<file path="config.mk">
export PLATFORM = sky130hd
export DESIGN_NAME = legacy_emulation_command_status
export DESIGN_NICKNAME = d
export VERILOG_FILES = /design/src/logic/emu_cmd_pkg.sv /design/src/logic/legacy_emulation_command_status.sv
export VERILOG_INCLUDE_DIRS = /design/src /design/src/logic
export SDC_FILE = /design/constraint.sdc
export NUM_CORES = 1
export LEC_CHECK = 0
export ABC_CLOCK_PERIOD_IN_PS = 3800
export BUFFER_PORTS_ARGS = -buffer_cell sky130_fd_sc_hd__clkbuf_2
export CAP_MARGIN = 40
export CORE_MARGIN = 5
export CORE_UTILIZATION = 39
export DETAILED_ROUTE_END_ITERATION = 12
export GPL_ROUTABILITY_DRIVEN = 1
export HOLD_SLACK_MARGIN = 0.12
export PLACE_DENSITY = 0.69
export SETUP_SLACK_MARGIN = 0.1
export SLEW_MARGIN = 20
export SYNTH_ARGS = -nofsm -noshare
export SYNTH_HDL_FRONTEND = slang
export SYNTH_SLANG_ARGS = --single-unit
</file>
<file path="constraint.sdc">
create_clock -name i_ref_clk -period 3.8 [get_ports i_ref_clk]
set_input_delay 0.38 -clock i_ref_clk [delete_from_list [all_inputs] [get_ports i_ref_clk]]
set_output_delay 0.38 -clock i_ref_clk [all_outputs]
set_load 0.03 [all_outputs]
</file>
<file path="src/logic/emu_cmd_params.svh">
// Constants for the legacy emulation command interpreter.
`ifndef EMU_CMD_PARAMS_SVH
`define EMU_CMD_PARAMS_SVH
`define SB_CHAN_BIT   7
`define SB_SRQ_BIT    6
`define SB_READY_BIT  5
`define SB_BUSY_BIT   4
`define SB_ERR_W      4
`define SET_W         12
`define SET_MAX       12'hE10
`define SET_RST       12'h000
`define NUM_CHAN      2
`endif

</file>
<file path="src/logic/emu_cmd_pkg.sv">
// Types shared by the legacy emulation command interpreter.
`include "emu_cmd_params.svh"
package emu_cmd_pkg;
  typedef enum logic [3:0] {
    CMD_LEARN,
    CMD_EMU_ENTRY,
    CMD_NATIVE,
    CMD_RECALL,
    CMD_CHAN_A,
    CMD_CHAN_B,
    CMD_VALUE_SEL,
    CMD_SET,
    CMD_INC,
    CMD_DEC,
    CMD_RESET,
    CMD_READY_CTL,
    CMD_ERROR_CTL
  } cmd_code_type;

  typedef enum logic {
    MODE_NATIVE,
    MODE_EMU
  } mode_type;

  typedef struct packed {
    cmd_code_type            code;
    logic                    arg;
    logic [`SET_W-1:0]       value;
  } cmd_type;

  typedef struct packed {
    logic                    chan_b;
    logic                    srq;
    logic                    ready;
    logic                    busy;
    logic [`SB_ERR_W-1:0]    err;
  } status_byte_type;

  typedef struct packed {
    mode_type                mode;
    logic                    chan_b;
    logic [`SET_W-1:0]       pend;
    logic [1:0][`SET_W-1:0]  setting;
    logic                    busy;
    logic                    ready_en;
    logic                    err_en;
    logic                    srq;
    logic                    err_nz;
    logic                    talk_valid;
    logic [`SET_W-1:0]       talk_value;
    logic                    flush;
    logic                    move_req;
    logic                    move_chan;
    logic [`SET_W-1:0]       move_value;
    logic                    chan_reset;
  } state_type;
endpackage

</file>
<file path="src/logic/legacy_emulation_command_status.sv">
// Legacy emulation command interpreter with emulated serial-poll status byte.
`timescale 1ns/1ns
`default_nettype none
`include "emu_cmd_params.svh"
module legacy_emulation_command_status
  import emu_cmd_pkg::*;
#(
  parameter int NUM_CHAN = `NUM_CHAN
)
(
  // Clock and reset
  input  wire logic                  i_ref_clk,
  input  wire logic                  i_rst,
  // Decoded commands from the bus front end
  input  wire logic                  i_cmd_valid,
  input  wire cmd_type               i_cmd,
  input  wire logic                  i_syntax_err,
  input  wire logic                  i_talk_addr,
  input  wire logic                  i_spoll_read,
  // Motion block
  input  wire logic                  i_move_done,
  input  wire logic [`SB_ERR_W-1:0]  i_err_code_a,
  input  wire logic [`SB_ERR_W-1:0]  i_err_code_b,
  // Status and outputs
  output status_byte_type            o_status,
  output logic                       o_srq,
  output logic                       o_emu_mode,
  output logic                       o_flush,
  output logic                       o_talk_valid,
  output logic [`SET_W-1:0]          o_talk_value,
  output logic                       o_move_req,
  output logic                       o_move_chan,
  output logic [`SET_W-1:0]          o_move_value,
  output logic                       o_chan_reset
);

  if (NUM_CHAN != 2) begin : g_chk
    $error("Only two channels are supported.");
  end

  state_type              st_r;
  state_type              st_nxt;
  logic [`SB_ERR_W-1:0]   sel_err;
  logic                   emu;
  logic                   ready_rise;
  logic                   err_rise;

  assign emu = (st_r.mode == MODE_EMU);
  assign sel_err = st_r.chan_b ? i_err_code_b : i_err_code_a;

  // A ready condition occurs when motion finishes; an error when the code turns non-zero.
  assign ready_rise = st_r.busy && i_move_done;
  assign err_rise = (sel_err != '0) && !st_r.err_nz;

  always_comb
  begin
    st_nxt = st_r;
    st_nxt.talk_valid = 1'b0;
    st_nxt.flush = 1'b0;
    st_nxt.move_req = 1'b0;
    st_nxt.chan_reset = 1'b0;
    st_nxt.err_nz = (sel_err != '0);
    if (i_move_done)
    begin
      st_nxt.busy = 1'b0;
    end
    // Poll read clears first so that a same-cycle event below sets it again.
    if (i_spoll_read)
    begin
      st_nxt.srq = 1'b0;
    end
    if (emu && ((st_r.ready_en && ready_rise) || (st_r.err_en && err_rise)))
    begin
      st_nxt.srq = 1'b1;
    end
    if (emu && i_syntax_err)
    begin
      st_nxt.flush = 1'b1;
    end
    if (emu && i_talk_addr)
    begin
      st_nxt.talk_valid = 1'b1;
      st_nxt.talk_value = st_r.setting[st_r.chan_b];
    end
    if (i_cmd_valid)
    begin
      case (i_cmd.code)
        CMD_LEARN, CMD_EMU_ENTRY:
        begin
          st_nxt.mode = MODE_EMU;
        end
        CMD_NATIVE:
        begin
          st_nxt.mode = MODE_NATIVE;
        end
        CMD_RECALL:
        begin
          st_nxt.mode = MODE_EMU;
        end
        default:
        begin
          if (emu && !st_r.busy)
          begin
            case (i_cmd.code)
              CMD_CHAN_A:
              begin
                st_nxt.chan_b = 1'b0;
              end
              CMD_CHAN_B:
              begin
                st_nxt.chan_b = 1'b1;
              end
              CMD_VALUE_SEL:
              begin
                st_nxt.pend = i_cmd.value;
              end
              CMD_SET:
              begin
                // An out-of-range setting falls back to the channel reset sequence.
                if (st_r.pend > `SET_MAX)
                begin
                  st_nxt.chan_reset = 1'b1;
                  st_nxt.setting[st_r.chan_b] = `SET_RST;
                  st_nxt.move_value = `SET_RST;
                end
                else
                begin
                  st_nxt.setting[st_r.chan_b] = st_r.pend;
                  st_nxt.move_value = st_r.pend;
                end
                st_nxt.move_req = 1'b1;
                st_nxt.move_chan = st_r.chan_b;
                st_nxt.busy = 1'b1;
              end
              CMD_INC, CMD_DEC:
              begin
                if (i_cmd.code == CMD_INC)
                begin
                  st_nxt.move_value = (st_r.setting[st_r.chan_b] >= `SET_MAX) ?
                    `SET_RST : st_r.setting[st_r.chan_b] + 12'h001;
                end
                else
                begin
                  st_nxt.move_value = (st_r.setting[st_r.chan_b] == `SET_RST) ?
                    `SET_MAX : st_r.setting[st_r.chan_b] - 12'h001;
                end
                st_nxt.setting[st_r.chan_b] = st_nxt.move_value;
                st_nxt.move_req = 1'b1;
                st_nxt.move_chan = st_r.chan_b;
                st_nxt.busy = 1'b1;
              end
              CMD_RESET:
              begin
                st_nxt.chan_reset = 1'b1;
                st_nxt.move_chan = st_r.chan_b;
                st_nxt.move_value = `SET_RST;
                st_nxt.setting[st_r.chan_b] = `SET_RST;
                st_nxt.busy = 1'b1;
              end
              CMD_READY_CTL:
              begin
                st_nxt.ready_en = i_cmd.arg;
              end
              CMD_ERROR_CTL:
              begin
                st_nxt.err_en = i_cmd.arg;
              end
              default:
              begin
                st_nxt.pend = st_r.pend;
              end
            endcase
          end
        end
      endcase
    end
  end

  always_ff @(posedge i_ref_clk)
  begin
    if (i_rst)
    begin
      st_r <= '0;
    end
    else
    begin
      st_r <= st_nxt;
    end
  end

  // The status byte mirrors live state; it reads zero outside emulation.
  always_comb
  begin
    o_status = '0;
    if (emu)
    begin
      o_status.chan_b = st_r.chan_b;
      o_status.srq = st_r.srq;
      o_status.ready = !st_r.busy;
      o_status.busy = st_r.busy;
      o_status.err = sel_err;
    end
  end

  assign o_srq = st_r.srq;
  assign o_emu_mode = emu;
  assign o_flush = st_r.flush;
  assign o_talk_valid = st_r.talk_valid;
  assign o_talk_value = st_r.talk_value;
  assign o_move_req = st_r.move_req;
  assign o_move_chan = st_r.move_chan;
  assign o_move_value = st_r.move_value;
  assign o_chan_reset = st_r.chan_reset;

  property p_emu_entry;
    @(posedge i_ref_clk) disable iff (i_rst)
      i_cmd_valid && (i_cmd.code == CMD_EMU_ENTRY || i_cmd.code == CMD_LEARN) |=> o_emu_mode;
  endproperty
  a_emu_entry: assert property (p_emu_entry) else $error("Entry did not select emulation.");

  property p_native;
    @(posedge i_ref_clk) disable iff (i_rst)
      i_cmd_valid && i_cmd.code == CMD_NATIVE |=> !o_emu_mode && o_status == '0;
  endproperty
  a_native: assert property (p_native) else $error("Native command did not leave emulation.");

  property p_recall;
    @(posedge i_ref_clk) disable iff (i_rst)
      i_cmd_valid && i_cmd.code == CMD_RECALL |=> o_emu_mode;
  endproperty
  a_recall: assert property (p_recall) else $error("Recall did not restore emulation.");

  property p_ready_busy;
    @(posedge i_ref_clk) disable iff (i_rst)
      o_emu_mode |-> (o_status.ready != o_status.busy);
  endproperty
  a_ready_busy: assert property (p_ready_busy) else $error("Ready and busy bits agree.");

  property p_busy_move;
    @(posedge i_ref_clk) disable iff (i_rst)
      o_move_req && !i_move_done |-> o_status.busy && !o_status.ready;
  endproperty
  a_busy_move: assert property (p_busy_move) else $error("Busy not shown during a move.");

  property p_err;
    @(posedge i_ref_clk) disable iff (i_rst)
      o_emu_mode |-> o_status.err == (o_status.chan_b ? i_err_code_b : i_err_code_a);
  endproperty
  a_err: assert property (p_err) else $error("Error nibble not from selected channel.");

  property p_chan;
    @(posedge i_ref_clk) disable iff (i_rst)
      o_emu_mode && !st_r.busy && i_cmd_valid && i_cmd.code == CMD_CHAN_B |=> o_status.chan_b;
  endproperty
  a_chan: assert property (p_chan) else $error("Channel B select not shown in bit 7.");

  property p_srq_bit;
    @(posedge i_ref_clk) disable iff (i_rst)
      o_emu_mode && o_srq |-> o_status.srq;
  endproperty
  a_srq_bit: assert property (p_srq_bit) else $error("Request not reported in bit 6.");

  property p_reset_cmd;
    @(posedge i_ref_clk) disable iff (i_rst)
      o_emu_mode && !st_r.busy && i_cmd_valid && i_cmd.code == CMD_RESET
        |=> o_chan_reset && o_move_chan == $past(st_r.chan_b) ##1 !o_chan_reset;
  endproperty
  a_reset_cmd: assert property (p_reset_cmd) else $error("Reset command not actioned.");

  property p_srq_cause;
    @(posedge i_ref_clk) disable iff (i_rst)
      $rose(o_srq) |-> $past(st_r.ready_en && ready_rise || st_r.err_en && err_rise);
  endproperty
  a_srq_cause: assert property (p_srq_cause) else $error("Request raised without cause.");

  property p_flush;
    @(posedge i_ref_clk) disable iff (i_rst)
      o_emu_mode && i_syntax_err |=> o_flush ##1 (!o_flush || i_syntax_err);
  endproperty
  a_flush: assert property (p_flush) else $error("Syntax error did not flush.");

  property p_talk;
    @(posedge i_ref_clk) disable iff (i_rst)
      o_emu_mode && i_talk_addr |=> o_talk_valid && o_talk_value == $past(st_r.setting[st_r.chan_b]);
  endproperty
  a_talk: assert property (p_talk) else $error("Talk value not the active setting.");

  // A mode command in the same cycle may clear the status, so it is left out.
  property p_ready_after;
    @(posedge i_ref_clk) disable iff (i_rst)
      o_emu_mode && o_status.busy && i_move_done && !i_cmd_valid |=> o_status.ready;
  endproperty
  a_ready_after: assert property (p_ready_after) else $error("Ready not shown after a move.");

  property p_set;
    @(posedge i_ref_clk) disable iff (i_rst)
      o_emu_mode && !st_r.busy && i_cmd_valid && i_cmd.code == CMD_SET && st_r.pend <= `SET_MAX
        |=> o_move_req && o_move_value == $past(st_r.pend);
  endproperty
  a_set: assert property (p_set) else $error("Set did not request the pending value.");

  property p_ready_ctl;
    @(posedge i_ref_clk) disable iff (i_rst)
      o_emu_mode && !st_r.busy && i_cmd_valid && i_cmd.code == CMD_READY_CTL
        |=> st_r.ready_en == $past(i_cmd.arg);
  endproperty
  a_ready_ctl: assert property (p_ready_ctl) else $error("Ready request enable not taken.");

  property p_error_ctl;
    @(posedge i_ref_clk) disable iff (i_rst)
      o_emu_mode && !st_r.busy && i_cmd_valid && i_cmd.code == CMD_ERROR_CTL
        |=> st_r.err_en == $past(i_cmd.arg);
  endproperty
  a_error_ctl: assert property (p_error_ctl) else $error("Error request enable not taken.");

  property p_ready_srq;
    @(posedge i_ref_clk) disable iff (i_rst)
      o_emu_mode && st_r.ready_en && st_r.busy && i_move_done |=> o_srq;
  endproperty
  a_ready_srq: assert property (p_ready_srq) else $error("Ready request not raised.");

endmodule
`default_nettype wire

</file>
==> Word-level counts from Yosys, hierarchy flattened <==
Index checks and enable logic that the tools add are counted.
{ "word_totals": {"register_bits": 72, "latchBits": 0, "ramBits": 0, "romBits": 0, "input_bits": 32, "output_inout_bits": 39, "elab_cells": 104, "n_memories": 0} }
{ "classes": {"addsub": 2, "n_mul": 0, "div_mod_pow": 0, "n_lt_le_gt_ge": 4, "n_eq_ne": 12, "shifts": 0, "muxes": 34, "n_bitwise": 5, "n_reduce_logical": 30} }
{ "op_table": {"columns": ["operator", "n"], "rows": [
  ["12-bit two-way mux", 11],
  ["25-bit one-hot mux with 3 select lines", 1],
  ["24-bit bitwise mux", 2],
  ["13-bit one-hot mux with 3 select lines", 1],
  ["24-bit AND", 1],
  ["24-bit two-way mux", 1],
  ["24-bit NOT", 1],
  ["4-bit == test, second input constant", 5],
  ["4-bit AND reduction", 5],
  ["4-bit by 3-bit == test with 1-bit output, second input constant", 4],
  ["13-bit two-way mux", 1],
  ["12-bit by 1-bit adder with 12-bit output, second input constant", 1],
  ["12-bit demux with 1-bit select", 1],
  ["12-bit >= comparator, second input constant", 1],
  ["12-bit > comparator, second input constant", 1],
  ["12-bit logical NOT", 1],
  ["12-bit by 1-bit subtractor with 12-bit output, second input constant", 1],
  ["1-bit logical AND", 9],
  ["3-bit two-way mux", 3],
  ["4-bit by 2-bit == test with 1-bit output, second input constant", 2],
  ["1-bit two-way mux", 8],
  ["8-bit two-way mux", 1],
  ["7-bit OR reduction", 1],
  ["1-bit one-hot mux with 2 select lines", 3],
  ["other kinds (15)", 21]
]} }

==> Logic depth before layout (Yosys ltp) <==
Gate-level depths: netlist of run 1.
{ "logic_depth": {"depth_word": 14, "depth_mapped": 14, "depth_no_buf": 9} }

==> Worst setup path before layout of run 1 <==
Ideal clock, no wire load.
{ "synth_path": {"path_kind": "register to register", "from": "register st_r[70] (netlist name)", "to": "register st_r[52] (netlist name)", "setup_ns": 0.088, "t_arrival_ns": 2.640, "t_required_ns": 3.712, "setup_slack_ns": 1.072, "path_stages_with_launch": 13, "path_buffers": 5, "synth_period_minus_slack_ns": 2.728, "cell_sequence": "dfxtp_1 -> buf_6 -> buf_6 -> buf_4 -> buf_2 -> buf_2 -> mux2i_1 -> ha_1 -> o21ai_1 -> nand2b_1 -> xnor2_1 -> o41a_1 -> a311oi_2"} }
{ "synth_between": {"elab_chain_cells": 11, "word_cells_on_any_way": 24, "cone_classes": "2 x add/sub; 3 x order compare; 15 x mux; 2 x bitwise; 2 x reduce/logical"} }
{ "synth_rtl": {"columns": ["element", "line", "source"], "rows": [
  ["start: declaration", "legacy_emulation_command_status.sv:41", "state_type st_r;"],
  ["start signal: assignment", "legacy_emulation_command_status.sv:187", "st_r <= st_nxt;"],
  ["12-bit two-way mux (implied by the code) (2 in a row)", null, null],
  ["12-bit by 1-bit subtractor with 12-bit output, or another cell as far along", "legacy_emulation_command_status.sv:145", "`SET_MAX : st_r.setting[st_r.chan_b] - 12'h001;"],
  ["12-bit two-way mux (on tied branches)", "legacy_emulation_command_status.sv:144, legacy_emulation_command_status.sv:139", null],
  ["12-bit two-way mux", "legacy_emulation_command_status.sv:137", "if (i_cmd.code == CMD_INC)"],
  ["12-bit two-way mux", "legacy_emulation_command_status.sv:104", "case (i_cmd.code)"],
  ["12-bit two-way mux", "legacy_emulation_command_status.sv:102", "if (emu && !st_r.busy)"],
  ["12-bit two-way mux", "legacy_emulation_command_status.sv:87", "case (i_cmd.code)"],
  ["12-bit two-way mux", "legacy_emulation_command_status.sv:85", "if (i_cmd_valid)"],
  ["24-bit bitwise mux", "legacy_emulation_command_status.sv:147", "st_nxt.setting[st_r.chan_b] = st_nxt.move_value;"],
  ["25-bit one-hot mux with 3 select lines *", "legacy_emulation_command_status.sv:104", null]
]} }
Every way passes the cells marked *; elsewhere a longest branch is shown, timed or not. The select of a mux whose other input is x is not followed.
A chain may end at the register's enable or synchronous reset.

==> Final worst setup path of run 1 <==
{ "layout_path": {"from": "register st_r[70] (netlist name)", "to": "register st_r[46] (netlist name)"} }
The elaborated chain is that of the path after synthesis.

==> results of run 1 <==
final cells by class:
cell class / instances / area (sq um)
Inverter: 4 / 15.0
Tap cell: 140 / 175
Fill cell: 1076 / 6010
Timing Repair Buffer: 82 / 464
Sequential cell: 72 / 1440
Multi-Input combinational cell: 382 / 2500
Clock inverter: 6 / 91.3
Clock buffer: 10 / 138
flip-flops by register name (all words and copies together), names as in the netlist:
register	count
o_talk_value	12
o_emu_mode	1
o_srq	1
st_r	41
o_move_value	12
o_move_req	1
o_move_chan	1
o_talk_valid	1
o_chan_reset	1
o_flush	1
stage by stage:
step	instances	total power [W]	hold slack [ns]
after CTS	696	0.00166	0.228
after floorplan	518	0.000907	0.458
after global placement	677	0.000948	0.479
after global routing	696	0.00171	0.234
final	696	0.00164	0.248
after detailed placement	680	0.000953	0.486
power by group through the flow:
stage,registers [W],clock network (W),logic (W)
after CTS,0.000771,0.000724,0.000165
after floorplan,0.000789,0,0.000118
after global routing,0.000773,0.000754,0.000181
after detailed placement,0.000789,0,0.000165
after global placement,0.000788,0,0.000160
final,0.000771,0.000699,0.000166
cell families (layout without fill, tap and decap cells):
logic type / Yosys count / count (layout) / synth area share [%]
XOR/XNOR: 9 / 9 / 1.82
buffers and inverters: 64 / 102 / 8.87
adder cells (fa/ha/maj): 2 / 2 / 0.578
AND/OR/NAND/NOR: 177 / 177 / 21.6
multiplexers: 33 / 33 / 7.97
AO/OA/AOI/OAI: 161 / 161 / 25.8
flip-flops: 72 / 72 / 33.3
routing by layer:
metal  vias to the layer above  track usage (%)  share of wire (%)
li1                       1929                -                  -
met1                      1788             25.8                 47
met2                       161             26.6                 44
met3                        15             5.37                7.9
met4                         0             6.49                1.3
met5                         -                0                  0
worst min-delay path by stage:
stage | to | depth (start not counted) | start
after CTS | o_flush$_SDFF_PP0_ | 2 | i_syntax_err
after global routing | st_r[58]$_SDFFE_PP0P_ | 3 | i_cmd[0]
after floorplan | st_r[33]$_SDFF_PP0_ | 2 | st_r[33]$_SDFF_PP0_
after global placement | st_r[33]$_SDFF_PP0_ | 2 | st_r[33]$_SDFF_PP0_
final | o_flush$_SDFF_PP0_ | 2 | i_syntax_err
after detailed placement | st_r[33]$_SDFF_PP0_ | 2 | st_r[33]$_SDFF_PP0_
layout by cell type (no fill, tap or decap), types with 6 or more instances in the layout:
cell type,instances
a211oi_1,16
a21oi_1,55
a311oi_1,6
and2_1,7
buf_4,10
clkbuf_2,70
clkbuf_8,10
dfxtp_1,71
mux2i_1,27
nand2_1,48
nand2b_1,8
nand3_1,10
nand4b_1,6
nor2_1,50
nor2b_1,10
nor3_1,11
o21a_1,10
o21ai_0,28
==> impl_metrics.tcl, run 1 <==
set metrics [dict create \
    status "completed" \
    drt_iter0_markers 240 \
    die_height_microns 115 \
    areaGrowthSynthToFinish_pct 11.6 \
    fin_tns_setup_ns 0 \
    p_comb_share_pct 10.2 \
    pwr-share-seq_pct 47.1 \
    irDropWorstVdd_mv 0.204 \
    finalWirelength_microns 11900 \
    gr-total-overflow 0 \
    first_pass_iters 5 \
    placed_area_sq_um 4600 \
    max_stage_delay_ns 0.61 \
    yosysTopAreaCellShare_pct 33.3 \
    p_leak_nw 1.83 \
    p_int_w 0.00121 \
    path_cells "buf_4 -> nor3_1 -> o221ai_2 -> nor2_1 -> a221oi_4 -> nand2_1 -> a311oi_2" \
    slew_headroom_pct 44.7 \
    fmax_ghz 0.379 \
    synthCells 518 \
    start_util_pct 39.9 \
    cp_num_buf_inv 1 \
    hold_buffers 0 \
    grt.total_usage_pct 18.3 \
    clkPwrFrac_pct 42.7 \
    r2r-end "st_r[46]$_SDFFE_PP0P_" \
    cts_buffers 9 \
    cp.depth 7 \
    cts_resized 0 \
    drive_above_1_share_pct 23.9 \
    port_buffers 70 \
    crit_start "st_r[70]$_SDFFE_PP0P_" \
    h-tree-depth 3 \
    ys_warn_count 0 \
    final_area_sq_um 4830 \
    fin_util_pct 44.6 \
    final-setup-viol-count 0 \
    crit_fanout 34 \
    yosysMostFrequentCell "dfxtp_1" \
    grt_pass1_wl_microns 19100 \
    switching_share_pct 25.9 \
    clk_path_buf_depth 2 \
    synth_top_area_cell "dfxtp_1" \
    fin_skew_ns 0.0126 \
    fin_ws_ns 1.16 \
    antenna_found_initial 0 \
    synth-edff-count 0 \
    ys_types 70 \
    hold_class "primary input to register" \
    cp_slowest_cell "o221ai_2" \
    grt_pass1_vias 3610 \
    hold_viol 0 \
    required_ns 4.07 \
    synth_seq_area_share_pct 33.3 \
    pwr_density_cell_nw_per_um2 339 \
    synth_area_sq_um 4330 \
    ctsRootBufferMaster "clkbuf_8" \
    vias 3893 \
    synth_area_leaders "dfxtp_1, a21oi_1, mux2i_1" \
    crit_type "register to register" \
    fin_crit_sh_pct 69.5 \
    cts_tree "built" \
    start_kind "register" \
    ff2ff_path_depth 7 \
    num_antenna_cells 0 \
    core_area_sq_um 10800 \
    pre_cts_slack_ns 1.18 \
    synth_commonest_cells "dfxtp_1, a21oi_1, nor2_1" \
    cap_violations 0 \
    rows 38 \
    reg2reg_from "st_r[70]$_SDFFE_PP0P_" \
    rsz0062_at_grt "false" \
    ant_nets 0 \
    syn_area_per_cell_sq_um 8.36 \
    arrival_ns 2.91 \
    slew_violations 0 \
    cp-endpoint "st_r[46]$_SDFFE_PP0P_" \
    drc 0 \
    layout.nets 585 \
    cts.clk_slew.worst_paths_ns 0.08 \
    gp_congestion 0.971 \
    cp_top_family "compound AO/OA/AOI/OAI gates" \
    min_period_ns 2.64 \
    grt_start_max_net_pins 35 \
    p_switching_w 0.000423 \
    clock-sinks 72 \
    cts_setup_buffers 0 \
    syn_nets 552 \
    ys_async_sr_fraction_pct 0 \
    post_drt_wl_per_cell_microns 17.1 \
    die_w_microns 115 \
    synthFlopType "dfxtp_1" \
    dp_hpwl_microns 8820 \
    cp-end-kind "register" \
    r2r_slack_ns 1.16 \
    die_area_sq_um 13300 \
    pin_count 71 \
    viasPerCell 5.59 \
    worst_pin_slew_ns 0.828 \
    clk_latency_ns 0.36 \
    synth_seq_cells 72 \
]
No activity file was read; power rests on OpenSTA's default activity.
==> run 2: changes to the inputs <==
--- a/config.mk
+++ b/config.mk
@@ -6,7 +6,8 @@
 export SDC_FILE = /design/constraint.sdc
 export NUM_CORES = 1
 export LEC_CHECK = 0
-export ABC_CLOCK_PERIOD_IN_PS = 3800
+export ABC_AREA = 1
+export ABC_CLOCK_PERIOD_IN_PS = 2490
 export BUFFER_PORTS_ARGS = -buffer_cell sky130_fd_sc_hd__clkbuf_2
 export CAP_MARGIN = 40
 export CORE_MARGIN = 5
==> constraint.sdc (replaced) <==
create_clock -name i_ref_clk -period 2.49 [get_ports i_ref_clk]
set_input_delay 0.249 -clock i_ref_clk [delete_from_list [all_inputs] [get_ports i_ref_clk]]
set_output_delay 0.249 -clock i_ref_clk [all_outputs]
set_load 0.03 [all_outputs]
==> run 2 against run 1 <==
Synthesized area decreased by 2.3%. Via count is 12% higher. Wire length up 1.9%. Design area fell by 1.4%. Largest power group unchanged. Die area fell by 2.1%. Critical path type unchanged.
==> impl_metrics.tcl, run 2 <==
set metrics [dict create \
    power.total_w 0.00250 \
    synth-edff-count 0 \
    cap_violations 0 \
    areaGrowthSynthToFinish_pct 12.6 \
    die_area_sq_um 13000 \
    fin_crit_sh_pct 88.0 \
    synth_seq_area_share_pct 34.1 \
    rsz0062_at_grt "false" \
    synth_area_sq_um 4230 \
    cp_top_family "simple AND/OR/NAND/NOR gates" \
    min_period_ns 2.19 \
    fin_tns_setup_ns 0 \
    cts_tree "built" \
    hp-start "i_talk_addr" \
    synth_seq_cells 72 \
    ant_nets 0 \
    antenna_found_initial 0 \
    fillers 1137 \
    crit_start "st_r[70]$_SDFFE_PP0P_" \
    synth_area_leaders "dfxtp_1, nand2_1, o21ai_0" \
    dp_hpwl_microns 9010 \
    num_antenna_cells 0 \
    grt_pass1_wl_microns 20100 \
    cts_buffers 9 \
    gp_congestion 0.968 \
    yosysMostFrequentCell "nand2_1" \
    slew_violations 0 \
    fmax_ghz 0.456 \
    synthCells 658 \
    die_w_microns 114 \
    synth_top_area_cell "dfxtp_1" \
    clk_path_buf_depth 2 \
    start_util_pct 39.4 \
    clock-sinks 72 \
    wl_met3_microns 679 \
    slew_headroom_pct 58.3 \
    start_kind "register" \
    yosysTopAreaCellShare_pct 34.1 \
    post_drt_wl_per_cell_microns 14.4 \
    syn_nets 692 \
    required_ns 2.77 \
    final-setup-viol-count 0 \
    pwr_density_cell_nw_per_um2 526 \
    synthFlopType "dfxtp_1" \
    status "completed" \
    drc 0 \
    cp_slowest_cell "dfxtp_2" \
    path_cells "inv_2 -> buf_4 -> nand2_1 -> nand2_1 -> inv_1 -> nand2_1 -> inv_1 -> nand2_1 -> nand3_1 -> nand2_1 -> nor2_4 -> nand3_1 -> a21oi_1" \
    cp-end-kind "register" \
    first_pass_iters 5 \
    max_stage_delay_ns 0.39 \
    grt_pass1_vias 4076 \
    top_register "st_r" \
    switching_share_pct 26.3 \
    layout.nets 734 \
    ys_types 32 \
    final_common_cell "nand2_1" \
    port_buffers 70 \
    irDropWorstVdd_mv 0.430 \
    cpMostUsedCell "nand2_1" \
    rows 38 \
    synth_commonest_cells "nand2_1, o21ai_0, a21oi_1" \
    drive_above_1_share_pct 17.3 \
    final_cell_mix "nand2_1, o21ai_0, a21oi_1" \
    clk_latency_ns 0.35 \
    gr-total-overflow 0 \
    multi_input_area_sq_um 2190 \
    ff2ff_path_depth 13 \
    worst_pin_slew_ns 0.619 \
    vias 4366 \
    p_leak_nw 2.32 \
    pin_count 71 \
    min_path_cells 3 \
    reg2reg_from "st_r[70]$_SDFFE_PP0P_" \
    p_switching_w 0.000660 \
    grt_start_max_net_pins 57 \
    ys_warn_count 0 \
    drt_iter0_markers 513 \
    cp_num_buf_inv 4 \
    dr.max_layer_used "met4" \
    arrival_ns 2.48 \
    core_area_sq_um 10700 \
    cts.clk_slew.worst_paths_ns 0.08 \
    cp.depth 13 \
    wl_met2_microns 5530 \
    seq_area_sq_um 1440 \
    pwr-share-seq_pct 47.0 \
    p_int_w 0.00184 \
    die_height_microns 114 \
    viasPerCell 5.17 \
    ctsRootBufferMaster "clkbuf_8" \
    hold_class "primary input to register" \
    grt.total_usage_pct 18.9 \
    crit_fanout 9 \
    hold_viol 0 \
    syn_area_per_cell_sq_um 6.43 \
    h-tree-depth 3 \
    fin_skew_ns 0.0117 \
    crit_type "register to register" \
    ys_async_sr_fraction_pct 0 \
    wl_met1_microns 5790 \
    largest_register_ffs 41 \
    finalWirelength_microns 12200 \
    clkPwrFrac_pct 42.3 \
    p_comb_share_pct 10.6 \
]
run 2: cell types whose count changed after synthesis, sizes merged, moves of 10 or more:
cell / before / now
a21oi: 55 / 75
a211oi: 17 / 0
nand2: 49 / 151
mux2i: 30 / 4
nor2b: 10 / 0
o21a: 10 / 0
inv: 4 / 73
nand3: 11 / 48
a311oi: 11 / 1
o21ai: 31 / 80
nor2: 50 / 71
run 2: worst reg2reg max path, delay by kind of cell (launching register included):
kind                   cells  cell delay (ns)
AND/OR/NAND/NOR            8             1.07
buffers and inverters      4             0.50
flip-flops                 1             0.39
AO/OA/AOI/OAI              1             0.18
run 2: path summary, 6_finish.rpt:
path,end,slack [ns]
setup / recovery,st_r[39]$_SDFFE_PP0P_,0.30
hold / removal,o_talk_valid$_SDFF_PP0_,0.13
setup reg to reg,st_r[39]$_SDFFE_PP0P_,0.30
hold reg to reg,st_r[33]$_SDFF_PP0_,0.49
run 2: kinds of logic (layout without fill, tap and decap cells):
logic type / count (synthesis) / after routing / synth area share [%]
xor+xnor: 3 / 3 / 0.621
buf+inv: 127 / 173 / 14.4
compound gates: 161 / 161 / 19.7
simple gates: 289 / 289 / 29.7
flops: 72 / 72 / 34.1
mux: 4 / 4 / 0.947
fa+ha+maj: 2 / 2 / 0.591
run 2: timing repair:
action | 4_1_cts | 5_1_grt
hold endpoints to repair | 1 | 0
resized for setup | 0 | 3
setup endpoints to repair | 0 | 6
buffers inserted | 0 | 0
hold buffers | 1 | 0
run 2: layout make-up:
class                      count  share of cell area, %
tap                          140                   3.68
timing repair buffer          85                   9.77
inverter                      73                   5.75
multi-input combinational    459                   45.9
clock inverter                 4                   1.63
clock buffer                  11                   2.97
sequential                    72                   30.3
run 2: metrics by stage:
stage | utilization, % | std cells | worst slack, ns | area (sq um) | hold slack (ns)
2_1_floorplan | - | 658 | 0.200 | 4230 | 0.372
3_3_place_gp | 42.1 | 828 | 0.372 | 4530 | 0.460
3_5_place_dp | 42.1 | 828 | 0.330 | 4530 | 0.467
4_1_cts | 44.2 | 844 | 0.300 | 4750 | 0.129
5_1_grt | 44.3 | 844 | 0.159 | 4760 | 0.140
6_report | 44.3 | 844 | 0.299 | 4760 | 0.131
run 2: power by group through the flow:
stage / sequential [W] / clock (W) / combinational (W)
6_report: 0.00118 / 0.00106 / 0.000266
4_1_cts: 0.00118 / 0.00107 / 0.000262
5_1_grt: 0.00118 / 0.00112 / 0.000293
2_1_floorplan: 0.00121 / 0 / 0.000186
3_3_place_gp: 0.00120 / 0 / 0.000259
3_5_place_dp: 0.00121 / 0 / 0.000260
run 2: metal layers:
layer  global-route usage, %  vias up
met3                    3.70       18
met5                       0        -
met4                    4.99        0
li1                        -     2194
met1                    26.2     2026
met2                    30.0      128
==> run 3: changes to the inputs <==
--- a/config.mk
+++ b/config.mk
@@ -6,16 +6,15 @@
 export SDC_FILE = /design/constraint.sdc
 export NUM_CORES = 1
 export LEC_CHECK = 0
-export ABC_AREA = 1
 export ABC_CLOCK_PERIOD_IN_PS = 2490
 export BUFFER_PORTS_ARGS = -buffer_cell sky130_fd_sc_hd__clkbuf_2
 export CAP_MARGIN = 40
 export CORE_MARGIN = 5
-export CORE_UTILIZATION = 39
+export CORE_UTILIZATION = 33
 export DETAILED_ROUTE_END_ITERATION = 12
 export GPL_ROUTABILITY_DRIVEN = 1
 export HOLD_SLACK_MARGIN = 0.12
-export PLACE_DENSITY = 0.69
+export PLACE_DENSITY = 0.61
 export SETUP_SLACK_MARGIN = 0.1
 export SLEW_MARGIN = 20
 export SYNTH_ARGS = -nofsm -noshare
==> run 3 against run 2 <==
Die area up 19%. Design area up 9.7%. Combinational power is essentially flat. Clock power is 27% higher. Global-route usage is 2.4 points lower. Flip-flop and latch count is the same. Power is 12% higher. Setup slack lost 0.093 ns. Non-clock buffer count grew 21. Worst hold slack improved by 0.0070 ns. Sequential share of layout area down 2.6 points. Register-to-register slack lost 0.09 ns.
==> impl_metrics.tcl, run 3 (synthesis results as in run 1) <==
set metrics [dict create \
    die_area_sq_um 15500 \
    ant_nets 0 \
    clk_latency_ns 0.34 \
    worst_pin_slew_ns 0.819 \
    top_register "st_r" \
    hold_buffers 0 \
    power.total_w 0.00280 \
    cts_buffers 9 \
    vias 4034 \
    hold_viol 0 \
    drc 0 \
    grt_pass1_vias 3970 \
    pwr_density_cell_nw_per_um2 535 \
    final_cell_mix "clkbuf_2, dfxtp_1, a21oi_1" \
    status "completed" \
    fmax_ghz 0.438 \
    fin_skew_ns 0.0106 \
    p_comb_share_pct 9.6 \
    dp_hpwl_microns 9640 \
    h-tree-depth 3 \
    pwr-share-seq_pct 42.1 \
    layout.nets 609 \
    required_ns 2.69 \
    grt.total_usage_pct 16.4 \
    num_antenna_cells 0 \
    grt_pass1_wl_microns 20800 \
    p_switching_w 0.000663 \
    rsz0062_at_grt "true" \
    fin_util_pct 41.1 \
    die_w_microns 125 \
    clk_path_buf_depth 2 \
    crit_fanout 4 \
    hold_class "primary input to register" \
    cp-end-kind "register" \
    p_int_w 0.00213 \
    first_pass_iters 4 \
    finalWirelength_microns 12700 \
    cap_violations 0 \
    areaGrowthSynthToFinish_pct 20.7 \
    drive_above_1_share_pct 28.7 \
    start_kind "register" \
    rows 41 \
    min_period_ns 2.28 \
    start_util_pct 34.0 \
    viasPerCell 5.38 \
    post_drt_wl_per_cell_microns 16.9 \
    clock-sinks 72 \
    largest_register_ffs 41 \
    irDropWorstVdd_mv 0.381 \
    ctsRootBufferMaster "clkbuf_16" \
    gr-total-overflow 0 \
    fillers 1352 \
    fin_crit_sh_pct 91.7 \
    clkPwrFrac_pct 48.3 \
    core_area_sq_um 12700 \
    final-setup-viol-count 0 \
    port_buffers 70 \
    cts_tree "built" \
    seq_area_sq_um 1450 \
    drt_iter0_markers 290 \
    die_height_microns 125 \
    final_area_sq_um 5230 \
    crit_type "register to register" \
    p_leak_nw 1.98 \
    pin_count 71 \
    placed_area_sq_um 4810 \
    gp_congestion 0.872 \
    multi_input_area_sq_um 2600 \
    antenna_found_initial 0 \
    arrival_ns 2.49 \
    switching_share_pct 23.7 \
    fin_tns_setup_ns 0 \
    slew_violations 0 \
    grt_start_max_net_pins 44 \
    cts.clk_slew.worst_paths_ns 0.06 \
    slew_headroom_pct 45.4 \
]
## run 3: cell count changes in the layout (fill, tap and decap cells not counted), sizes merged, moves of 22 or more
| cell | previous run | this run |
|---|---|---|
| inv | 74 | 4 |
| nand3 | 48 | 11 |
| buf | 14 | 36 |
| mux2i | 4 | 30 |
| nand2 | 151 | 49 |
| o21ai | 80 | 31 |
## run 3: metal layers
metal / routed length (microns) / GRT usage (%) / up-vias
met5: 0 / 0 / -
met4: 196 / 5.87 / 0
met3: 791 / 5.19 / 13
met2: 5520 / 24.1 / 128
met1: 6190 / 22.6 / 1913
li1: - / - / 1980
## run 3: repair_timing
action | 4_1_cts | 5_1_grt
setup buffers | 0 | 1
setup endpoints to repair | 0 | 32
resized for setup | 0 | 16
## run 3: power by group through the flow
stage / clock [W] / sequential [W] / combinational, W
detailed placement: 0 / 0.00120 / 0.000261
global placement: 0 / 0.00120 / 0.000259
global route: 0.00143 / 0.00118 / 0.000293
finish: 0.00135 / 0.00118 / 0.000268
floorplan: 0 / 0.00120 / 0.000181
CTS: 0.00139 / 0.00118 / 0.000261
## run 3: path summary, 6_finish.rpt
path,start,to,slack (ns),depth (start not counted)
max reg2reg,st_r[46]$_SDFFE_PP0P_,st_r[56]$_SDFFE_PP0P_,0.21,9
min,i_cmd[1],st_r[59]$_SDFFE_PP0P_,0.14,3
max,st_r[46]$_SDFFE_PP0P_,st_r[56]$_SDFFE_PP0P_,0.21,9
min reg2reg,st_r[32]$_SDFFE_PP0P_,o_srq$_SDFFE_PP0P_,0.49,2
## run 3: final cells by class
cell class,instances,area share [%]
Timing Repair Buffer,106,12.3
Tap cell,172,4.12
Multi-Input combinational cell,382,49.8
Clock buffer,11,4.45
Inverter,4,0.287
Clock inverter,3,1.32
Sequential cell,72,27.7
## run 3: critical path, stage by stage (launching register included)
cell and delay [ns]:
dfxtp_1 0.48, mux2i_4 0.15, inv_1 0.08, ha_2 0.19, nand4_1 0.19, a221oi_2 0.37, nand2_1 0.12, xor2_1 0.16
o211ai_2 0.26, a311oi_2 0.14
## run 3: through the flow
| stage | hold WS, ns | setup slack (ns) | cells |
|---|---|---|---|
| 2_1_floorplan | 0.359 | 0.0395 | 518 |
| 6_report | 0.138 | 0.206 | 750 |
| 4_1_cts | 0.131 | 0.104 | 748 |
| 3_5_place_dp | 0.485 | 0.121 | 734 |
| 3_3_place_gp | 0.477 | 0.200 | 734 |
| 5_1_grt | 0.137 | 0.0876 | 750 |
